<file path="src/logic/nfca_pkg.sv">
// Shared constants for the NVM-driven function configuration autoloader
//
// What this block does
// - Boot word bit 15 disables keyboard-style ROM BAR.
// - Boot word bit 14 disables storage ROM BAR.
// - Boot word bit 13 disables network ROM BAR.
// - Boot word bit 12 disables network flash window.
// - Keyboard-style class low word: subclass, interface.
// - Keyboard-style class high word low byte: base class.
// - Port 0 uses low addresses, port 1 high, except the boot word, which both ports read at the low address.
// - USB function device ID override loaded.
// - Block-transfer device ID override loaded.
// - USB function subsystem ID loaded, default zero.
// - Block-transfer subsystem ID loaded, default zero.
// - Block-transfer class low word: middle, low byte.
// - Block-transfer class high word: base class.
// - Active power fields reported while in D0.
// - Sleep power fields reported while in D3.
// - Same value for consumption and dissipation.
package nfca_pkg;

  // =====
  // Word sequence
  localparam int unsigned        NUM_WORDS = 11;
  localparam int unsigned        AW        = 9;           // NVM word address width
  localparam logic [3:0]         W_BOOT    = 4'h0;        // Boot expansion size
  localparam logic [3:0]         W_KCL     = 4'h1;        // Keyboard-style class low
  localparam logic [3:0]         W_KCH     = 4'h2;        // Keyboard-style class high
  localparam logic [3:0]         W_UDEV    = 4'h3;        // USB function device ID
  localparam logic [3:0]         W_BDEV    = 4'h4;        // Block-transfer device ID
  localparam logic [3:0]         W_USUB    = 4'h5;        // USB function subsystem ID
  localparam logic [3:0]         W_BSUB    = 4'h6;        // Block-transfer subsystem ID
  localparam logic [3:0]         W_BCL     = 4'h7;        // Block-transfer class low
  localparam logic [3:0]         W_BCH     = 4'h8;        // Block-transfer class high
  localparam logic [3:0]         W_PD0     = 4'h9;        // Active power word
  localparam logic [3:0]         W_PD3     = 4'ha;        // Sleep power word
  localparam logic [3:0]         W_LAST    = 4'ha;

  // Addresses for network port 0 and port 1
  localparam logic [AW-1:0] ADDR_P0 [NUM_WORDS] = '{9'h04c, 9'h04e, 9'h04f, 9'h050, 9'h052, 9'h053,
                                                    9'h055, 9'h057, 9'h058, 9'h059, 9'h05a};
  localparam logic [AW-1:0] ADDR_P1 [NUM_WORDS] = '{9'h04c, 9'h10e, 9'h10f, 9'h110, 9'h112, 9'h113,
                                                    9'h115, 9'h117, 9'h118, 9'h119, 9'h11a};

  // =====
  // Field positions
  localparam int unsigned        B_KBD_OFF   = 15;
  localparam int unsigned        B_STOR_OFF  = 14;
  localparam int unsigned        B_NET_OFF   = 13;
  localparam int unsigned        B_FLASH_OFF = 12;
  localparam int unsigned        PW_USB_LO   = 10;        // Bits 14:10
  localparam int unsigned        PW_RSV_LO   = 5;         // Bits 9:5
  localparam int unsigned        PW_BT_LO    = 0;         // Bits 4:0
  localparam int unsigned        PW_MARK     = 15;

  // =====
  // Hardware defaults
  localparam logic [3:0]         BOOT_DEF    = 4'he;      // Bits 15:12 = 1,1,1,0
  localparam logic [23:0]        KBD_CLS_DEF = 24'h0c0701;
  localparam logic [23:0]        BT_CLS_DEF  = 24'h0c0702;
  localparam logic [15:0]        SUB_DEF     = 16'h0000;
  localparam logic [4:0]         PWR_DEF     = 5'h00;

  // =====
  // APB register byte addresses
  localparam logic [7:0]         A_CTRL   = 8'h00;
  localparam logic [7:0]         A_STAT   = 8'h04;
  localparam logic [7:0]         A_BOOT   = 8'h08;
  localparam logic [7:0]         A_KCLS   = 8'h0c;
  localparam logic [7:0]         A_BCLS   = 8'h10;
  localparam logic [7:0]         A_UIDS   = 8'h14;
  localparam logic [7:0]         A_BIDS   = 8'h18;
  localparam logic [7:0]         A_PWR    = 8'h1c;
  localparam int unsigned        C_RELOAD = 0;            // Write-one reload strobe
  localparam int unsigned        C_PORT   = 1;            // Network port select

  typedef enum logic [1:0] {
    NFCA_IDLE,
    NFCA_FETCH,
    NFCA_READY
  } nfca_state_t;

endpackage

</file>
<file path="src/logic/nfca_top.sv">
// Autoloader: fetches NVM words after reset and presents function config fields
//
// The address map and the APB interface to the registers were chosen for this implementation.
`timescale 1ns/1ps

module nfca_top #(
  parameter logic [15:0] USB_DEV_ID_DEF = 16'h0a5a,   // Arbitrary value
  parameter logic [15:0] BT_DEV_ID_DEF  = 16'h0a5b    // Arbitrary value
) (
  input  wire logic                          pclk,                  // Clock, 200 MHz
  input  wire logic                          presetn,               // Async reset, active low
  input  wire logic                          ce,                    // Clock enable, freezes all state
  // APB slave
  input  wire logic                          psel,                  // Select
  input  wire logic                          penable,               // Access phase
  input  wire logic                          pwrite,                // Write
  input  wire logic [7:0]                    paddr,                 // Byte address
  input  wire logic [31:0]                   pwdata,                // Write data
  output logic                               pready,                // Ready
  output logic                               pslverr,               // Unmapped address
  output logic [31:0]                        prdata,                // Read data
  // NVM word reader
  output logic                               nvm_req,               // Read request, held until ack
  output logic [nfca_pkg::AW-1:0]            nvm_addr,              // Word address
  input  wire logic                          nvm_ack,               // Data valid pulse
  input  wire logic [15:0]                   nvm_data,              // Word read
  // Power state of the functions
  input  wire logic                          usb_in_d3,             // USB function in D3
  input  wire logic                          bt_in_d3,              // Block-transfer function in D3
  // Configuration space fields
  output logic                               cfg_ready,             // Load finished
  output logic                               kbd_style_rom_bar_off, // Keyboard-style ROM BAR off
  output logic                               storage_rom_bar_off,   // Storage ROM BAR off
  output logic                               net_rom_bar_off,       // Network ROM BAR off
  output logic                               net_flash_window_off,  // Network flash BAR off
  output logic [23:0]                        kbd_class_code,        // Keyboard-style class code
  output logic [23:0]                        bt_class_code,         // Block-transfer class code
  output logic [15:0]                        usb_dev_id,            // Function 5 device ID
  output logic [15:0]                        usb_subsys_id,         // Function 5 subsystem ID
  output logic [15:0]                        bt_dev_id,             // Function 7 device ID
  output logic [15:0]                        bt_subsys_id,          // Function 7 subsystem ID
  output logic [4:0]                         usb_pm_data,           // Function 5 PM data value
  output logic [4:0]                         bt_pm_data             // Function 7 PM data value
);

  // =====
  // Elaboration check
  if (nfca_pkg::NUM_WORDS != 11) begin : g_chk
    $error("Word table length must match the load sequence");
  end

  // =====
  // State
  typedef struct packed {
    nfca_pkg::nfca_state_t       fsm;         // Loader state
    logic [3:0]                  idx;         // Current word index
    logic                        req;         // NVM request
    logic [nfca_pkg::AW-1:0]     addr;        // NVM address
    logic                        port;        // Network port select
    logic                        warn;        // Image marker bits wrong
    logic [3:0]                  boot;        // Disable bits 15:12
    logic [23:0]                 kcls;        // Keyboard-style class
    logic [23:0]                 bcls;        // Block-transfer class
    logic [15:0]                 udev;        // USB function device ID
    logic [15:0]                 usub;        // USB function subsystem ID
    logic [15:0]                 bdev;        // Block-transfer device ID
    logic [15:0]                 bsub;        // Block-transfer subsystem ID
    logic [4:0]                  ud0;         // USB active power
    logic [4:0]                  ud3;         // USB sleep power
    logic [4:0]                  bd0;         // Block-transfer active power
    logic [4:0]                  bd3;         // Block-transfer sleep power
    logic [4:0]                  upm;         // USB PM data output
    logic [4:0]                  bpm;         // Block-transfer PM data output
    logic                        ready;       // Load done
    logic                        pready;      // APB ready
    logic                        pslverr;     // APB error
    logic [31:0]                 prdata;      // APB read data
  } nfca_st_t;

  nfca_st_t st_r;                             // Registered state
  nfca_st_t st_nxt;                           // Next state

  // Reset image: defaults everywhere, load starts right after release
  localparam nfca_st_t ST_RST = '{
    fsm:     nfca_pkg::NFCA_IDLE,
    idx:     4'h0,
    req:     1'b0,
    addr:    '0,
    port:    1'b0,
    warn:    1'b0,
    boot:    nfca_pkg::BOOT_DEF,
    kcls:    nfca_pkg::KBD_CLS_DEF,
    bcls:    nfca_pkg::BT_CLS_DEF,
    udev:    USB_DEV_ID_DEF,
    usub:    nfca_pkg::SUB_DEF,
    bdev:    BT_DEV_ID_DEF,
    bsub:    nfca_pkg::SUB_DEF,
    ud0:     nfca_pkg::PWR_DEF,
    ud3:     nfca_pkg::PWR_DEF,
    bd0:     nfca_pkg::PWR_DEF,
    bd3:     nfca_pkg::PWR_DEF,
    upm:     nfca_pkg::PWR_DEF,
    bpm:     nfca_pkg::PWR_DEF,
    ready:   1'b0,
    pready:  1'b0,
    pslverr: 1'b0,
    prdata:  32'h0000_0000
  };

  // =====
  // Helpers
  logic          apb_setup;                   // Setup phase of a transfer
  logic          apb_wr;                      // Write completes this edge
  logic          reload;                      // Software asks for a fresh load
  logic [31:0]   rd_mux;                      // Read data selection
  logic          hit;                         // Address is mapped

  assign apb_setup = psel && !penable;
  assign apb_wr    = psel && penable && st_r.pready && pwrite;
  assign reload    = apb_wr && (paddr == nfca_pkg::A_CTRL) && pwdata[nfca_pkg::C_RELOAD];

  // =====
  // Read multiplexer
  always_comb begin
    rd_mux = 32'h0000_0000;
    hit    = 1'b1;
    unique case (paddr)
      nfca_pkg::A_CTRL: begin
        rd_mux[nfca_pkg::C_PORT] = st_r.port;
      end
      nfca_pkg::A_STAT: begin
        rd_mux[2:0] = {st_r.warn, (st_r.fsm != nfca_pkg::NFCA_READY), st_r.ready};
      end
      nfca_pkg::A_BOOT: begin
        rd_mux[3:0] = st_r.boot;
      end
      nfca_pkg::A_KCLS: begin
        rd_mux[23:0] = st_r.kcls;
      end
      nfca_pkg::A_BCLS: begin
        rd_mux[23:0] = st_r.bcls;
      end
      nfca_pkg::A_UIDS: begin
        rd_mux = {st_r.usub, st_r.udev};
      end
      nfca_pkg::A_BIDS: begin
        rd_mux = {st_r.bsub, st_r.bdev};
      end
      nfca_pkg::A_PWR: begin
        rd_mux[19:0] = {st_r.bd3, st_r.bd0, st_r.ud3, st_r.ud0};
      end
      default: begin
        hit = 1'b0;                           // Unmapped: error, reads zero
      end
    endcase
  end

  // =====
  // Next-state logic
  always_comb begin
    st_nxt = st_r;

    // APB: ready is raised for the first access cycle, so no wait states
    if (apb_setup) begin
      st_nxt.pready  = 1'b1;
      st_nxt.pslverr = !hit;
      st_nxt.prdata  = pwrite ? 32'h0000_0000 : rd_mux;
    end else begin
      st_nxt.pready  = 1'b0;
      st_nxt.pslverr = 1'b0;
    end
    // Port select only changes while idle or ready, never mid-load
    if (apb_wr && (paddr == nfca_pkg::A_CTRL) && (st_r.fsm != nfca_pkg::NFCA_FETCH)) begin
      st_nxt.port = pwdata[nfca_pkg::C_PORT];
    end

    // PM data follows the power state of each function
    st_nxt.upm = usb_in_d3 ? st_r.ud3 : st_r.ud0;
    st_nxt.bpm = bt_in_d3 ? st_r.bd3 : st_r.bd0;

    unique case (st_r.fsm)
      nfca_pkg::NFCA_IDLE: begin
        // Launch the first read; a reload restarts here too
        st_nxt.fsm   = nfca_pkg::NFCA_FETCH;
        st_nxt.idx   = 4'h0;
        st_nxt.req   = 1'b1;
        st_nxt.warn  = 1'b0;
        st_nxt.ready = 1'b0;
        st_nxt.addr  = st_nxt.port ? nfca_pkg::ADDR_P1[0] : nfca_pkg::ADDR_P0[0];
      end
      nfca_pkg::NFCA_FETCH: begin
        if (nvm_ack) begin
          // Fields update in place; hosts wait for ready before trusting them
          unique case (st_r.idx)
            nfca_pkg::W_BOOT: begin
              st_nxt.boot = nvm_data[nfca_pkg::B_KBD_OFF -: 4];
            end
            nfca_pkg::W_KCL: begin
              st_nxt.kcls[15:0] = nvm_data;
            end
            nfca_pkg::W_KCH: begin
              st_nxt.kcls[23:16] = nvm_data[7:0];
            end
            nfca_pkg::W_UDEV: begin
              st_nxt.udev = nvm_data;
            end
            nfca_pkg::W_BDEV: begin
              st_nxt.bdev = nvm_data;
            end
            nfca_pkg::W_USUB: begin
              st_nxt.usub = nvm_data;
            end
            nfca_pkg::W_BSUB: begin
              st_nxt.bsub = nvm_data;
            end
            nfca_pkg::W_BCL: begin
              st_nxt.bcls[15:0] = nvm_data;
            end
            nfca_pkg::W_BCH: begin
              st_nxt.bcls[23:16] = nvm_data[7:0];
            end
            nfca_pkg::W_PD0: begin
              st_nxt.ud0  = nvm_data[nfca_pkg::PW_USB_LO +: 5];
              st_nxt.bd0  = nvm_data[nfca_pkg::PW_BT_LO +: 5];
              // Flag an image that breaks its own marker bits
              st_nxt.warn = !nvm_data[nfca_pkg::PW_MARK] ||
                            (nvm_data[nfca_pkg::PW_RSV_LO +: 5] != 5'h00);
            end
            nfca_pkg::W_PD3: begin
              st_nxt.ud3 = nvm_data[nfca_pkg::PW_USB_LO +: 5];
              st_nxt.bd3 = nvm_data[nfca_pkg::PW_BT_LO +: 5];
            end
            default: begin
              st_nxt.req = 1'b0;              // Index out of range cannot occur
            end
          endcase
          if (st_r.idx == nfca_pkg::W_LAST) begin
            st_nxt.req   = 1'b0;
            st_nxt.fsm   = nfca_pkg::NFCA_READY;
            st_nxt.ready = 1'b1;
          end else begin
            st_nxt.idx  = st_r.idx + 4'h1;
            st_nxt.addr = st_r.port ? nfca_pkg::ADDR_P1[st_r.idx + 4'h1]
                                    : nfca_pkg::ADDR_P0[st_r.idx + 4'h1];
          end
        end
      end
      nfca_pkg::NFCA_READY: begin
        // A reload keeps current values until the new words arrive
        if (reload) begin
          st_nxt.fsm   = nfca_pkg::NFCA_IDLE;
          st_nxt.ready = 1'b0;
        end
      end
      default: begin
        st_nxt.fsm = nfca_pkg::NFCA_IDLE;
      end
    endcase
  end

  // =====
  // State register, frozen while the clock enable is low
  always_ff @(posedge pclk or negedge presetn) begin
    if (!presetn) begin
      st_r <= ST_RST;
    end else if (ce) begin
      st_r <= st_nxt;
    end
  end

  // =====
  // Outputs straight from the state register
  assign pready                = st_r.pready;
  assign pslverr               = st_r.pslverr;
  assign prdata                = st_r.prdata;
  assign nvm_req               = st_r.req;
  assign nvm_addr              = st_r.addr;
  assign cfg_ready             = st_r.ready;
  assign kbd_style_rom_bar_off = st_r.boot[3];
  assign storage_rom_bar_off   = st_r.boot[2];
  assign net_rom_bar_off       = st_r.boot[1];
  assign net_flash_window_off  = st_r.boot[0];
  assign kbd_class_code        = st_r.kcls;
  assign bt_class_code         = st_r.bcls;
  assign usb_dev_id            = st_r.udev;
  assign usb_subsys_id         = st_r.usub;
  assign bt_dev_id             = st_r.bdev;
  assign bt_subsys_id          = st_r.bsub;
  assign usb_pm_data           = st_r.upm;
  assign bt_pm_data            = st_r.bpm;

endmodule

</file>
<file path="config.mk">
export PLATFORM = sky130hd
export DESIGN_NAME = nfca_top
export DESIGN_NICKNAME = d
export VERILOG_FILES = /design/src/logic/nfca_pkg.sv /design/src/logic/nfca_top.sv
export SDC_FILE = /design/constraint.sdc
export NUM_CORES = 1
export LEC_CHECK = 0
export BUFFER_PORTS_ARGS = -buffer_cell sky130_fd_sc_hd__buf_4
export CAP_MARGIN = 20
export CORE_UTILIZATION = 51
export CTS_BUF_LIST = sky130_fd_sc_hd__clkbuf_2
export CTS_CLUSTER_DIAMETER = 80
export DETAILED_ROUTE_END_ITERATION = 10
export GPL_ROUTABILITY_DRIVEN = 0
export HOLD_SLACK_MARGIN = 0.06
export PLACE_DENSITY = 0.82
export SYNTH_ARGS = -nofsm -noshare
export SYNTH_HDL_FRONTEND = slang
export SYNTH_SLANG_ARGS = --single-unit
</file>
<file path="constraint.sdc">
create_clock -name pclk -period 2.1 [get_ports pclk]
set_clock_uncertainty 0.1 [all_clocks]
set_input_delay 0.315 -clock pclk [delete_from_list [all_inputs] [get_ports pclk]]
set_output_delay 0.315 -clock pclk [all_outputs]
set_load 0.01 [all_outputs]
</file>
==> results.sh <==
export IMPL_hpwl_um=18600
export IMPL_setup_tns_ns=-0.0231
export IMPL_ys_warnings_count=0
export IMPL_cts_tree="built"
export IMPL_internal_power_uw=6560
export IMPL_drtIter0Drc=363
export IMPL_critPathTopFamily="buffers and inverters"
export IMPL_vias=6686
export IMPL_maxCapViolCount=0
export IMPL_fin_crit_sh=1.01
export IMPL_coreArea_mm2=0.0194
export IMPL_clockBufferDepth=2
export IMPL_ys_seq_area_frac=0.493
export IMPL_ys_types=57
export IMPL_cp_max_fo=4
export IMPL_grt_usage=0.261
export IMPL_antenna_found_initial=1
export IMPL_p_sw_uw=3230
export IMPL_fillers=1604
export IMPL_drt_total_wl_um=25900
export IMPL_layout_commonest_cell="buf_4"
export IMPL_grt_overflow_total=0
export IMPL_num_io_pins=236
export IMPL_most_common_layout_cells="245 x buf_4, 168 x dfrtp_1, 144 x mux2_2"
export IMPL_path_class="in -> reg"
export IMPL_final_cell_count_no_fill=1211
export IMPL_leakagePower_uw=0.00583
export IMPL_clkSlewWorstSetupHoldPaths_ns=0.26
export IMPL_maxSlewViolCount=0
export IMPL_grt_pass1_vias=6452
export IMPL_drive_above_1_share=0.514
export IMPL_wl_per_cell_um=21.4
export IMPL_avgSynthCellArea_um2=12.2
export IMPL_finalHoldViolations=0
export IMPL_portBuffers=203
export IMPL_grt_pass1_wl_um=38700
export IMPL_detail_route_vias_per_cell=5.52
export IMPL_arrival_ns=2.71
export IMPL_max_clock_freq_ghz=0.471
export IMPL_violations="setup timing"
export IMPL_dieWidth_um=143
export IMPL_hold_class="in -> reg"
export IMPL_rsz0062_at_grt="yes"
export IMPL_synth_edf_count=0
export IMPL_htree_levels=4
export IMPL_fin_crit_ns=2.12
export IMPL_initial_core_util=0.520
export IMPL_netlist_area_mm2=0.0101
export IMPL_dieArea_mm2=0.0203
export IMPL_synth_seq_cells=197
export IMPL_ant_nets=0
export IMPL_required_ns=2.69
export IMPL_drcViolationCount=0
export IMPL_setup_slack_ns=-0.0231
export IMPL_first_pass_iters=5
export IMPL_path_buf_inv=4
export IMPL_clock_root_buffer="clkbuf_2"
export IMPL_dp_cells=1137
export IMPL_critPathSlowestCell="dlygate4sd3_1"
export IMPL_synth_cells=825
export IMPL_status="finished with violations"
export IMPL_cts_num_sinks=197
export IMPL_worstPathCellList="dlygate4sd3_1 > buf_4 > or4bb_4 > or3_1 > buf_4 > o21ai_1 > dlygate4sd3_1"
export IMPL_ir_drop_uv=513
export IMPL_power_density_mw_per_mm2=841
export IMPL_numCtsBuffers=17
export IMPL_insertion_delay_ns=0.74
export IMPL_cp_start_kind="input pin"
export IMPL_die_height_um=143
export IMPL_area_growth_pct=15.6
export IMPL_synth_async_reset_ratio=1.00
export IMPL_swShare=0.330
export IMPL_p_comb_frac=0.305
export IMPL_row_count=51
export IMPL_sequentialPowerShare=0.514
export IMPL_max_stage_delay_ns=0.57
export IMPL_p_clk_frac=0.181
export IMPL_synthFlopType="dfrtp_1"
export IMPL_cp_end_kind="flip-flop"
export IMPL_grt_max_degree=51
export IMPL_fin_nets=1005
export IMPL_setup_viol=1
[state kept, by name (all words and copies together), names as in the netlist, 5 cells and up]
name,cells
bt_subsys_id,16
usb_subsys_id,16
bt_pm_data,5
usb_pm_data,5
usb_dev_id,16
prdata,32
st_r,28
nvm_addr,7
bt_dev_id,16
bt_class_code,24
kbd_class_code,24
[power groups by stage]
| stage | clock network [µW] | logic, µW | registers [µW] |
|---|---|---|---|
| floorplan | 0 | 2200 | 4930 |
| global placement | 0 | 2860 | 5070 |
| detailed placement | 0 | 2930 | 5100 |
| CTS | 1820 | 2990 | 5030 |
| global route | 1970 | 3210 | 5120 |
| finish | 1770 | 2990 | 5040 |
[metal layers]
metal	wire length (µm)	up-vias	track usage
li1	-	2970	-
met1	11400	3429	0.360
met2	12600	257	0.416
met3	1430	30	0.0528
met4	528	0	0.0781
met5	0	-	0
[final timing paths]
check / end / from / cells after the start / slack, ns
max: prdata[3] / ce / 7 / -0.02
min in group asynchronous: bt_class_code[18] / presetn / 3 / 0.58
min: prdata[8] / pwrite / 5 / 0.11
max in group asynchronous: kbd_class_code[9] / presetn / 4 / 0.94
max reg2reg: usb_subsys_id[15] / st_r[198] / 5 / 0.01
min reg2reg: prdata[28] / prdata[28] / 2 / 0.43
[worst min-delay path: cells and delay by family]
| kind | cells | cell delay, ns |
|---|---|---|
| AO/OA/AOI/OAI | 2 | 0.23 |
| buffers and inverters | 1 | 0.09 |
| AND/OR/NAND/NOR | 2 | 0.31 |
[metrics by stage]
step / setup WS (ns) / hold WS (ns) / util / total power [µW] / instance area, µm²
finish: -0.0231 / 0.111 / 0.600 / 9800 / 11600
global placement: -0.0937 / 0.186 / 0.567 / 7930 / 11000
floorplan: 0.00524 / -0.0806 / - / 7120 / 10100
CTS: 0.0328 / 0.0657 / 0.599 / 9840 / 11600
detailed placement: -0.154 / 0.188 / 0.567 / 8030 / 11000
global route: -0.0476 / 0.0226 / 0.600 / 10300 / 11600
[cells by family (layout without fill, tap and decap cells)]
group                      Yosys count  after routing  share of synthesized area
AOI/OAI and AO/OA                  112            112                     0.0789
xor gates and xnor gates             1              1                   0.000869
adders and majority gates            8              8                    0.00993
buffers and inverters              218            337                      0.145
DFF                                197            197                      0.493
muxes                              177            177                      0.214
other                                1              3                   0.000372
and+or+nand+nor                    111            111                     0.0590
[layout make-up]
class	instances	area [µm²]	share of cell area
Multi-Input combinational cell	411	3670	0.315
Antenna cell	1	2.50	0.000215
Sequential cell	197	4970	0.426
Clock inverter	14	128	0.0110
Inverter	12	45.0	0.00387
Clock buffer	18	90.1	0.00773
Timing Repair Buffer	293	2410	0.207
Tap cell	265	332	0.0285
[synthesized netlist by cell type, types with 3 or more instances]
cell type	count	area, µm²
buf_6	3	33.8
o21ai_0	21	105
a22oi_1	21	158
a32o_1	3	30.0
mux2_2	144	1620
mux4_2	16	360
buf_4	163	1220
nand3b_1	5	37.5
nor2b_1	13	81.3
nor2_1	29	109
inv_1	12	45.0
buf_2	6	30.0
dfrtp_1	169	4230
mux2i_1	17	170
dfstp_2	28	736
and2b_1	4	30.0
buf_1	11	41.3
nor3_1	4	20.0
nand3_1	4	20.0
a221o_1	12	120
ha_1	8	100
nand2_1	29	109
a21o_1	7	52.6
nand2b_1	3	18.8
clkbuf_1	23	86.3
a22o_1	7	61.3
o22ai_1	4	25.0
a21oi_1	22	110
[repair_timing]
| action | CTS | global route |
|---|---|---|
| resized for setup | 1 | 4 |
| pin swaps | 0 | 1 |
| buffers inserted | 0 | 2 |
| setup endpoints to repair | 6 | 71 |
| hold buffers | 38 | 1 |
| endpoints found under the hold margin | 374 | 10 |
Power figures use the tool's default switching activity.
